--- src/core/uief_regs.vh ---
// Register map, field positions and timing constants of the USB interrupt and error flag block
// Operation
// - Device mode: set stall-sent flag, bit 7, when a STALL handshake is sent.
// - Set resume flag, bit 5, after K-state seen for 2.5 us.
// - Set bus-idle flag, bit 4, after constant idle for 3 ms or more.
// - Set token-done flag, bit 3; clearing it advances the transfer status FIFO.
// - Error summary, bit 1, read-only, set only by enabled error flags.
// - Device mode: bus-reset flag, bit 0, after 2.5 us reset; once per reset.
// - Host mode: attach flag, bit 6, when bus state is not SE0.
// - Host mode: detach flag, bit 0; not set again until reset state clears.
// - Hardware sets flags; writing one clears a flag, zero leaves it.
// - Upper byte of status and enable registers always reads zero.
// - Enable bit one enables its flag; bit 0 reset/detach; bit 6 host only.
// - Set bit-stuff error, error bit 7, on stuffing violation.
// - Set transfer overrun, error bit 5, when bytes exceed descriptor count; truncate.
// - Set turnaround timeout, error bit 4, on bus turnaround time-out.
// - Set field-size error, error bit 3, when data field not whole bytes.
// - Set data CRC error, error bit 2, on CRC16 failure.
// - Error bit 1: token CRC5 error in device mode, end-of-frame error in host.
// - Set PID check error, error bit 0, on PID check failure.
`ifndef UIEF_REGS_VH
`define UIEF_REGS_VH
`define UIEF_OFS_INT_STATUS 12'h000
`define UIEF_OFS_INT_ENABLE 12'h004
`define UIEF_OFS_ERR_STATUS 12'h008
`define UIEF_OFS_ERR_ENABLE 12'h00C
`define UIEF_OFS_MODE 12'h010
`define UIEF_BIT_STALL 7
`define UIEF_BIT_ATTACH 6
`define UIEF_BIT_RESUME 5
`define UIEF_BIT_IDLE 4
`define UIEF_BIT_TOKEN 3
`define UIEF_BIT_SOF 2
`define UIEF_BIT_ERRSUM 1
`define UIEF_BIT_RESET 0
`define UIEF_BIT_E_STUFF 7
`define UIEF_BIT_E_OVERRUN 5
`define UIEF_BIT_E_TURN 4
`define UIEF_BIT_E_FIELD 3
`define UIEF_BIT_E_CRC16 2
`define UIEF_BIT_E_CRC5EOF 1
`define UIEF_BIT_E_PID 0
`define UIEF_ERR_IMPL 8'hBF
`define UIEF_INT_DEV_IMPL 8'hBF
`define UIEF_INT_HOST_IMPL 8'hFF
`define UIEF_RST_VAL 8'h00
`define UIEF_CLK_HZ 20000000
`define UIEF_KSTATE_NS 2500
`define UIEF_URST_NS 2500
`define UIEF_IDLE_MS 3
`endif

--- src/core/uief_flags.v ---
// USB interrupt and error flag registers with an AHB-Lite slave port
`timescale 1ns/1ps
`include "uief_regs.vh"
module uief_flags #(
  parameter IDLE_CYCLES = (`UIEF_IDLE_MS * (`UIEF_CLK_HZ / 1000))
) (
  input wire core_clk,
  input wire rstn,
  input wire hsel,
  input wire [11:0] haddr,
  input wire [1:0] htrans,
  input wire hwrite,
  input wire [2:0] hsize,
  input wire [31:0] hwdata,
  input wire hready,
  output wire hreadyout,
  output wire hresp,
  output reg [31:0] hrdata,
  input wire usb_dp,
  input wire usb_dm,
  input wire low_speed,
  input wire stall_sent,
  input wire token_done,
  input wire sof_event,
  input wire bit_stuff_event,
  input wire overrun_event,
  input wire turnaround_event,
  input wire field_size_event,
  input wire data_crc_event,
  input wire crc5_eof_event,
  input wire pid_event,
  output wire truncate_rx,
  output reg status_fifo_advance,
  output wire host_mode,
  output wire usb_irq
);
  localparam KSTATE_CYCLES = (`UIEF_KSTATE_NS * (`UIEF_CLK_HZ / 1000000) + 999) / 1000;
  localparam URST_CYCLES = (`UIEF_URST_NS * (`UIEF_CLK_HZ / 1000000) + 999) / 1000;
  localparam KW = 8;
  localparam IW = 17;
  localparam [IW-1:0] IDLE_CNT = IDLE_CYCLES[IW-1:0];
  localparam [KW-1:0] K_CNT = KSTATE_CYCLES[KW-1:0];
  localparam [KW-1:0] R_CNT = URST_CYCLES[KW-1:0];

  reg [7:0] int_status_r;
  reg [7:0] int_enable;
  reg [7:0] err_status;
  reg [7:0] err_enable;
  reg mode_host;
  reg [1:0] dp_sync;
  reg [1:0] dm_sync;
  reg [KW-1:0] k_count;
  reg [KW-1:0] se0_count;
  reg [IW-1:0] idle_count;
  reg k_done;
  reg idle_done;
  reg reset_held;
  reg attach_seen;
  reg wr_pend;
  reg [11:0] wr_addr;

  // Summary flag is derived, never stored
  wire err_sum = |(err_status & err_enable);
  wire [7:0] impl_mask = mode_host ? `UIEF_INT_HOST_IMPL : `UIEF_INT_DEV_IMPL;
  wire [7:0] int_status = (int_status_r & impl_mask) | ({7'h00, err_sum} << `UIEF_BIT_ERRSUM);
  wire dp = dp_sync[1];
  wire dm = dm_sync[1];
  wire line_se0 = ~dp & ~dm;
  wire line_k = low_speed ? (dp & ~dm) : (~dp & dm);
  wire line_j = low_speed ? (~dp & dm) : (dp & ~dm);
  wire addr_phase = hsel & hready & htrans[1];

  function [7:0] clear_mask;
    input [11:0] a;
    input [11:0] ofs;
    input pend;
    input [31:0] d;
    begin
      clear_mask = (pend && a == ofs) ? d[7:0] : 8'h00;
    end
  endfunction

  wire [7:0] int_clr = clear_mask(wr_addr, `UIEF_OFS_INT_STATUS, wr_pend, hwdata);
  wire [7:0] err_clr = clear_mask(wr_addr, `UIEF_OFS_ERR_STATUS, wr_pend, hwdata);

  assign hreadyout = 1'b1;
  assign hresp = 1'b0;
  assign host_mode = mode_host;
  assign truncate_rx = overrun_event;
  assign usb_irq = |(int_status & int_enable);

  // Bus pins come from the transceiver domain
  always @(posedge core_clk or negedge rstn) begin
    if (!rstn) begin
      dp_sync <= 2'b00;
      dm_sync <= 2'b00;
    end else begin
      dp_sync <= {dp_sync[0], usb_dp};
      dm_sync <= {dm_sync[0], usb_dm};
    end
  end

  // Line state timers; each flag fires once per stable episode
  always @(posedge core_clk or negedge rstn) begin
    if (!rstn) begin
      k_count <= {KW{1'b0}};
      se0_count <= {KW{1'b0}};
      idle_count <= {IW{1'b0}};
      k_done <= 1'b0;
      idle_done <= 1'b0;
      reset_held <= 1'b0;
      attach_seen <= 1'b0;
    end else begin
      if (!line_k) begin
        k_count <= {KW{1'b0}};
        k_done <= 1'b0;
      end else if (k_count != K_CNT) begin
        k_count <= k_count + 1'b1;
      end else begin
        k_done <= 1'b1;
      end
      if (!line_se0) begin
        se0_count <= {KW{1'b0}};
        reset_held <= 1'b0;
      end else if (se0_count != R_CNT) begin
        se0_count <= se0_count + 1'b1;
      end else begin
        reset_held <= 1'b1;
      end
      if (!line_j) begin
        idle_count <= {IW{1'b0}};
        idle_done <= 1'b0;
      end else if (idle_count != IDLE_CNT) begin
        idle_count <= idle_count + 1'b1;
      end else begin
        idle_done <= 1'b1;
      end
      attach_seen <= ~line_se0;
    end
  end

  wire k_fire = line_k & (k_count == K_CNT) & ~k_done;
  wire idle_fire = line_j & (idle_count == IDLE_CNT) & ~idle_done;
  // Held off until the SE0 episode ends, so it fires once per reset
  wire rst_fire = line_se0 & (se0_count == R_CNT) & ~reset_held;
  wire attach_fire = mode_host & ~line_se0 & ~attach_seen;

  wire [7:0] int_set = {stall_sent & ~mode_host,
                        attach_fire,
                        k_fire,
                        idle_fire,
                        token_done,
                        sof_event,
                        1'b0,
                        rst_fire};
  wire [7:0] err_set = {bit_stuff_event,
                        1'b0,
                        overrun_event,
                        turnaround_event,
                        field_size_event,
                        data_crc_event,
                        crc5_eof_event,
                        pid_event};

  // AHB data phase follows the registered address phase
  always @(posedge core_clk or negedge rstn) begin
    if (!rstn) begin
      wr_pend <= 1'b0;
      wr_addr <= 12'h000;
    end else begin
      wr_pend <= addr_phase & hwrite;
      if (addr_phase) begin
        wr_addr <= {haddr[11:2], 2'b00};
      end
    end
  end

  // Set wins over a clear landing in the same cycle
  always @(posedge core_clk or negedge rstn) begin
    if (!rstn) begin
      int_status_r <= `UIEF_RST_VAL;
      err_status <= `UIEF_RST_VAL;
      int_enable <= `UIEF_RST_VAL;
      err_enable <= `UIEF_RST_VAL;
      mode_host <= 1'b0;
      status_fifo_advance <= 1'b0;
    end else begin
      int_status_r <= ((int_status_r & ~int_clr) | int_set) & impl_mask;
      err_status <= ((err_status & ~err_clr) | err_set) & `UIEF_ERR_IMPL;
      status_fifo_advance <= int_clr[`UIEF_BIT_TOKEN] & int_status_r[`UIEF_BIT_TOKEN];
      if (wr_pend && wr_addr == `UIEF_OFS_INT_ENABLE) begin
        int_enable <= hwdata[7:0];
      end
      if (wr_pend && wr_addr == `UIEF_OFS_ERR_ENABLE) begin
        err_enable <= hwdata[7:0] & `UIEF_ERR_IMPL;
      end
      if (wr_pend && wr_addr == `UIEF_OFS_MODE) begin
        mode_host <= hwdata[0];
      end
    end
  end

  // Read data registered at the end of the data phase's first edge
  // Limitation: a read pipelined straight behind a write sees the old value
  always @(posedge core_clk or negedge rstn) begin
    if (!rstn) begin
      hrdata <= 32'h00000000;
    end else if (addr_phase && !hwrite) begin
      case ({haddr[11:2], 2'b00})
        `UIEF_OFS_INT_STATUS: hrdata <= {24'h000000, int_status};
        `UIEF_OFS_INT_ENABLE: hrdata <= {24'h000000, int_enable};
        `UIEF_OFS_ERR_STATUS: hrdata <= {24'h000000, err_status};
        `UIEF_OFS_ERR_ENABLE: hrdata <= {24'h000000, err_enable};
        `UIEF_OFS_MODE: hrdata <= {31'h00000000, mode_host};
        default: hrdata <= 32'h00000000;
      endcase
    end
  end
endmodule // uief_flags

--- config.mk ---
export PLATFORM = sky130hd
export DESIGN_NAME = uief_flags
export DESIGN_NICKNAME = d
export VERILOG_FILES = /design/src/core/uief_flags.v
export VERILOG_INCLUDE_DIRS = /design/src /design/src/core
export SDC_FILE = /design/constraint.sdc
export NUM_CORES = 1
export LEC_CHECK = 0
export BUFFER_PORTS_ARGS = -buffer_cell sky130_fd_sc_hd__buf_2
export CORE_UTILIZATION = 40
export CTS_CLUSTER_SIZE = 28
export DETAILED_ROUTE_END_ITERATION = 12
export GPL_ROUTABILITY_DRIVEN = 0
export PLACE_DENSITY_LB_ADDON = 0.05
export SLEW_MARGIN = 20
export SYNTH_ARGS = -nofsm -noshare
export SYNTH_HDL_FRONTEND = slang
export SYNTH_SLANG_ARGS = --single-unit
--- constraint.sdc ---
create_clock -name core_clk -period 2.2 [get_ports core_clk]
set_clock_uncertainty 0.15 [all_clocks]
set_input_delay 0 -clock core_clk [delete_from_list [all_inputs] [get_ports core_clk]]
set_output_delay 0 -clock core_clk [all_outputs]
set_load 0.005 [all_outputs]
== After elaboration in Yosys (flattened, before gate mapping) ==
Index checks and enable logic that the tools add are counted.

* Bitwise logic cells: 35
* Equal/unequal tests: 20
* Multiplexer cells: 18
* $add $sub $neg: 3
* Reduce and logical (&&, ||, !) cells: 11

{| class="wikitable"
|+ Operators with widths
! cell !! number
|-
| 8-bit AND || 6
|-
| 8-bit two-way mux || 6
|-
| 10-bit by 2-bit equality test with 1-bit output, second input constant || 4
|-
| 8-bit case mux with 5 select lines || 1
|-
| 17-bit two-way mux || 2
|-
| 10-bit by 1-bit equality test with 1-bit output, second input constant || 2
|-
| 10-bit by 3-bit equality test with 1-bit output, second input constant || 2
|-
| 17-bit by 1-bit adder with 17-bit output, second input constant || 1
|-
| 17-bit by 16-bit equality test with 1-bit output, second input constant || 1
|-
| 17-bit by 16-bit inequality test with 1-bit output, second input constant || 1
|-
| 8-bit by 1-bit adder with 8-bit output, second input constant || 2
|-
| 1-bit AND || 16
|-
| 8-bit by 6-bit equality test with 1-bit output, second input constant || 2
|-
| 8-bit by 6-bit inequality test with 1-bit output, second input constant || 2
|-
| 8-bit inverter || 2
|-
| 8-bit OR || 2
|-
| 8-bit OR reduction || 2
|-
| 12-bit zero test || 1
|-
| 10-bit zero test || 1
|-
| 1-bit two-way mux || 8
|-
| 1-bit inverter || 8
|-
| 8-bit by 2-bit OR with 8-bit output || 1
|-
| 7-bit two-way mux || 1
|-
| 1-bit logical AND || 6
|-
| other kinds (3) || 7
|}

* Logic and storage cells: 105
* Output and inout port bits: 38
* Register bits after elaboration: 116
* Bits of input ports: 67

== Logic depth before layout (Yosys ltp) ==
* Depth in word-level cells: 7
* Gate-level depth with buffers: 6
* Mapped depth without buffers: 6

== Worst setup path before layout ==
No wires, ideal clock.

* Path type: register -> register
* Start: register wr_addr[5]
* End: register int_enable[0]
* Data required time: 1.925 ns
* Stages on the path, launching flop included: 6
* Setup slack: 0.245 ns
* Period minus slack after synthesis: 1.955 ns
* Buffers on the path: 1
* Setup time: 0.125 ns
* Arrival time: 1.680 ns
* Cell sequence: dfrtp_1 > nor4b_1 > and2_1 > nor4bb_1 > buf_2 > mux2_2

* Longest elaborated chain between the ends: 2

{| class="wikitable"
|+ Ends and longest elaborated chain
! item !! RTL line !! source
|-
| start: declaration || uief_flags.v:60 || <nowiki>reg [11:0] wr_addr;</nowiki>
|-
| start signal: assignment || uief_flags.v:173 || <nowiki>wr_addr <= {haddr[11:2], 2'b00};</nowiki>
|-
| 10-bit by 1-bit equality test with 1-bit output (no source line) || -- ||
|-
| 1-bit logical AND (no source line) || -- ||
|-
| end signal: assignment || uief_flags.v:183 || <nowiki>int_enable <= `UIEF_RST_VAL;</nowiki>
|-
| end signal: assignment || uief_flags.v:192 || <nowiki>int_enable <= hwdata[7:0];</nowiki>
|-
| end: declaration || uief_flags.v:46 || <nowiki>reg [7:0] int_enable;</nowiki>
|}

No other way between the ends.
A chain may end at the register's enable or synchronous reset.

== Worst setup path in the final report ==
* Start: register wr_addr[9]
* End: register int_enable[7]

Same word-level chain as after synthesis.

==> impl_metrics.env <==
export IMPL_num_io_pins=105
export IMPL_portBuffers=48
export IMPL_post_route_min_period_ns=2.086
export IMPL_rows=38
export IMPL_setup_tns_ns=0
export IMPL_yosys_top_cells_count="92 x dfrtp_1, 36 x nor2_1, 34 x nand2_1"
export IMPL_multiInputGateArea_um2=1952
export IMPL_worst_path_max_fanout=8
export IMPL_crit_buf_inv=2
export IMPL_grt_max_degree=45
export IMPL_leakage_nw=2.374
export IMPL_ys_types=51
export IMPL_grt_pass1_vias=3140
export IMPL_slew_violations=0
export IMPL_synth_most_common_cell="dfrtp_1"
export IMPL_cts_tree="yes"
export IMPL_start_util_pct=41.20
export IMPL_grt_usage_pct=17.41
export IMPL_slew_headroom_pct=65.87
export IMPL_syn2layout_area_growth_pct=20.50
export IMPL_yosys_area_top_type_share_pct=51.54
export IMPL_cpPeakStageDelay_ns=0.40
export IMPL_core_um2=10840
export IMPL_die_area_um2=11590
export IMPL_clk_latency_ns=0.35
export IMPL_syn_area_per_cell_um2=10.89
export IMPL_ys_warnings_count=0
export IMPL_cp_arrival_ns=2.17
export IMPL_setup_viol=0
export IMPL_setup_ws_ns=0.1136
export IMPL_synth_edf_count=0
export IMPL_seq_area_frac_synth_pct=51.54
export IMPL_cts_buffer_depth=2
export IMPL_overflow=0
export IMPL_cp_slowest_cell="dfrtp_1"
export IMPL_peakVddDrop_v=0.0003445
export IMPL_post_drt_wl_per_cell_um=14.08
export IMPL_grt_pass1_wl_mm=15.43
export IMPL_ys_flop_type="dfrtp_1"
export IMPL_cts_root_buf="clkbuf_8"
export IMPL_cts_sinks=92
export IMPL_cts_buffers=9
export IMPL_final_hold_viol_count=0
export IMPL_cts_max_level=3
export IMPL_finalCritPeriodShare_pct=94.84
export IMPL_vias=3155
export IMPL_drt_wl_total_mm=9.135
export IMPL_netlist_area_um2=4467
export IMPL_path_common_cell="buf_4"
export IMPL_drive_above_1_share_pct=23.38
export IMPL_num_antenna_cells=0
export IMPL_ant_nets=0
export IMPL_status="completed"
export IMPL_hp_class="in2async"
export IMPL_final_seq_area_um2=2302
export IMPL_reg2reg_slack_ns=0.11
export IMPL_synth_seq_cells=92
export IMPL_startpoint_type="register"
export IMPL_drc=0
export IMPL_utilization_pct=49.65
export IMPL_critical_path_class="reg2reg"
export IMPL_drt_pass1_iter_count=4
export IMPL_cp_end_kind="register"
export IMPL_pre_cts_ws_ns=0.09785
export IMPL_die_w_um=107.7
export IMPL_clk_pin_slew_ns=0.08
export IMPL_synth_area_top_cells="dfrtp_1 52%, mux2_2 6.6%, buf_4 4.5%, nor2_1 3.0%, nand2_1 2.9%"
export IMPL_dpl_hpwl_mm=6.336
export IMPL_nets=577
export IMPL_drt_iter0_drc=92
export IMPL_syn_inst=410
export IMPL_antenna_found_initial=0
export IMPL_synth_largest_area_cell="dfrtp_1"
export IMPL_crit_family="simple AND/OR/NAND/NOR gates"
export IMPL_worst_pin_slew_ns=0.5119
export IMPL_grt_setup_unrepaired="false"
export IMPL_fmaxAchievable_mhz=479.3
export IMPL_synthArstFlopShare_pct=100.0
export IMPL_vias_per_cell=4.861
export IMPL_nFillCells=1022
export IMPL_power_density_nw_per_um2=583.5
export IMPL_worstPathRequired_ns=2.29
export IMPL_crit_chain="nor4_2 > buf_4 > and2_1 > nor4bb_1 > buf_4 > mux2_2"
export IMPL_die_height_um=107.7
export IMPL_drv_cap=0
==> timing repair <==
item / CTS / global route
hold buffers: 33 / 0
endpoints found under the hold margin: 139 / 0
setup buffers: 0 / 0
resized for setup: 0 / 2
setup endpoints to repair: 0 / 8
==> cell families after synthesis <==
family,after synthesis,share of synthesized area [%]
multiplexers,35,9.972
adder cells (fa/ha/maj),6,1.681
other,2,0.1681
AND/OR/NAND/NOR,144,17.23
XOR/XNOR,24,4.706
AO/OA/AOI/OAI,51,7.647
flip-flops,92,51.54
buffers and inverters,56,7.059
==> final cells by class <==
type / instances / share of cell area, %
Multi-Input combinational cell: 286 / 36.26
Tap cell: 140 / 3.254
Sequential cell: 92 / 42.77
Inverter: 17 / 1.185
Timing Repair Buffer: 98 / 13.16
Clock inverter: 1 / 0.09298
Clock buffer: 15 / 3.278
==> layout by cell type, fill, tap and decap left out, types with 4 or more instances in the layout <==
cell,netlist,final
o21ai_0,9,9
nor4_1,8,7
mux2_2,26,26
buf_4,27,17
nor3_1,7,7
xor2_1,11,11
conb_1,2,26
dfrtp_1,92,92
a22o_1,4,4
a22oi_1,4,4
nand4_1,9,9
ha_1,6,6
mux4_2,5,5
a21oi_1,11,11
a21o_1,10,10
mux2i_1,4,4
nor2_1,36,36
nand4b_1,4,4
o31ai_1,6,6
nand3_1,14,14
buf_2,3,48
clkbuf_8,0,12
xnor2_1,13,13
inv_1,17,17
dlygate4sd3_1,0,32
nand2_1,34,34
==> registers in the layout, indices dropped and copies added (netlist names) <==
name	count
attach_seen	1
dm_sync	2
dp_sync	2
err_enable	7
err_status	7
host_mode	1
hrdata	8
idle_count	17
idle_done	1
int_enable	8
int_status_r	8
k_count	8
k_done	1
reset_held	1
se0_count	8
status_fifo_advance	1
wr_addr	10
wr_pend	1
==> report_power, final <==
group / switching [W] / internal, W / total [W]
Sequential: 0.0000544 / 0.00175 / 0.00180
Combinational: 0.000141 / 0.000153 / 0.000293
Clock: 0.000541 / 0.000504 / 0.00105
==> per-layer routing <==
metal  vias up  wire length, um  GRT usage [%]
li1       1572                -              -
met1      1528             4255          22.20
met2        47             4525          29.67
met3         8              271          3.692
met4         0               82          4.990
met5         -                0              0
==> worst min-delay path, stage by stage <==
cell and delay, ns:
dlygate4sd3_1 0.53, buf_4 0.13, buf_12 0.24
==> metrics by stage <==
stage / std cells / hold slack [ns] / power [W] / area (um2)
finish: 649 / 0.01768 / 0.003141 / 5383
global placement: 600 / -0.2204 / 0.002073 / 4863
detailed placement: 600 / -0.2167 / 0.002081 / 4863
CTS: 649 / 0.004247 / 0.003195 / 5375
floorplan: 434 / -0.4456 / 0.001982 / 4557
global route: 649 / 0.02297 / 0.003311 / 5383
==> final timing paths <==
path                            startpoint             to  depth (start not counted)
max in group asynchronous             rstn     k_count[1]                          3
worst max register to register  wr_addr[9]  int_enable[7]                          6
worst max-delay path            wr_addr[9]  int_enable[7]                          6
worst min register to register  dm_sync[0]     dm_sync[1]                          0
worst min-delay path                  rstn  int_enable[6]                          3
min in group core_clk            low_speed     k_count[4]                          5
Power figures use the tool's default switching activity.
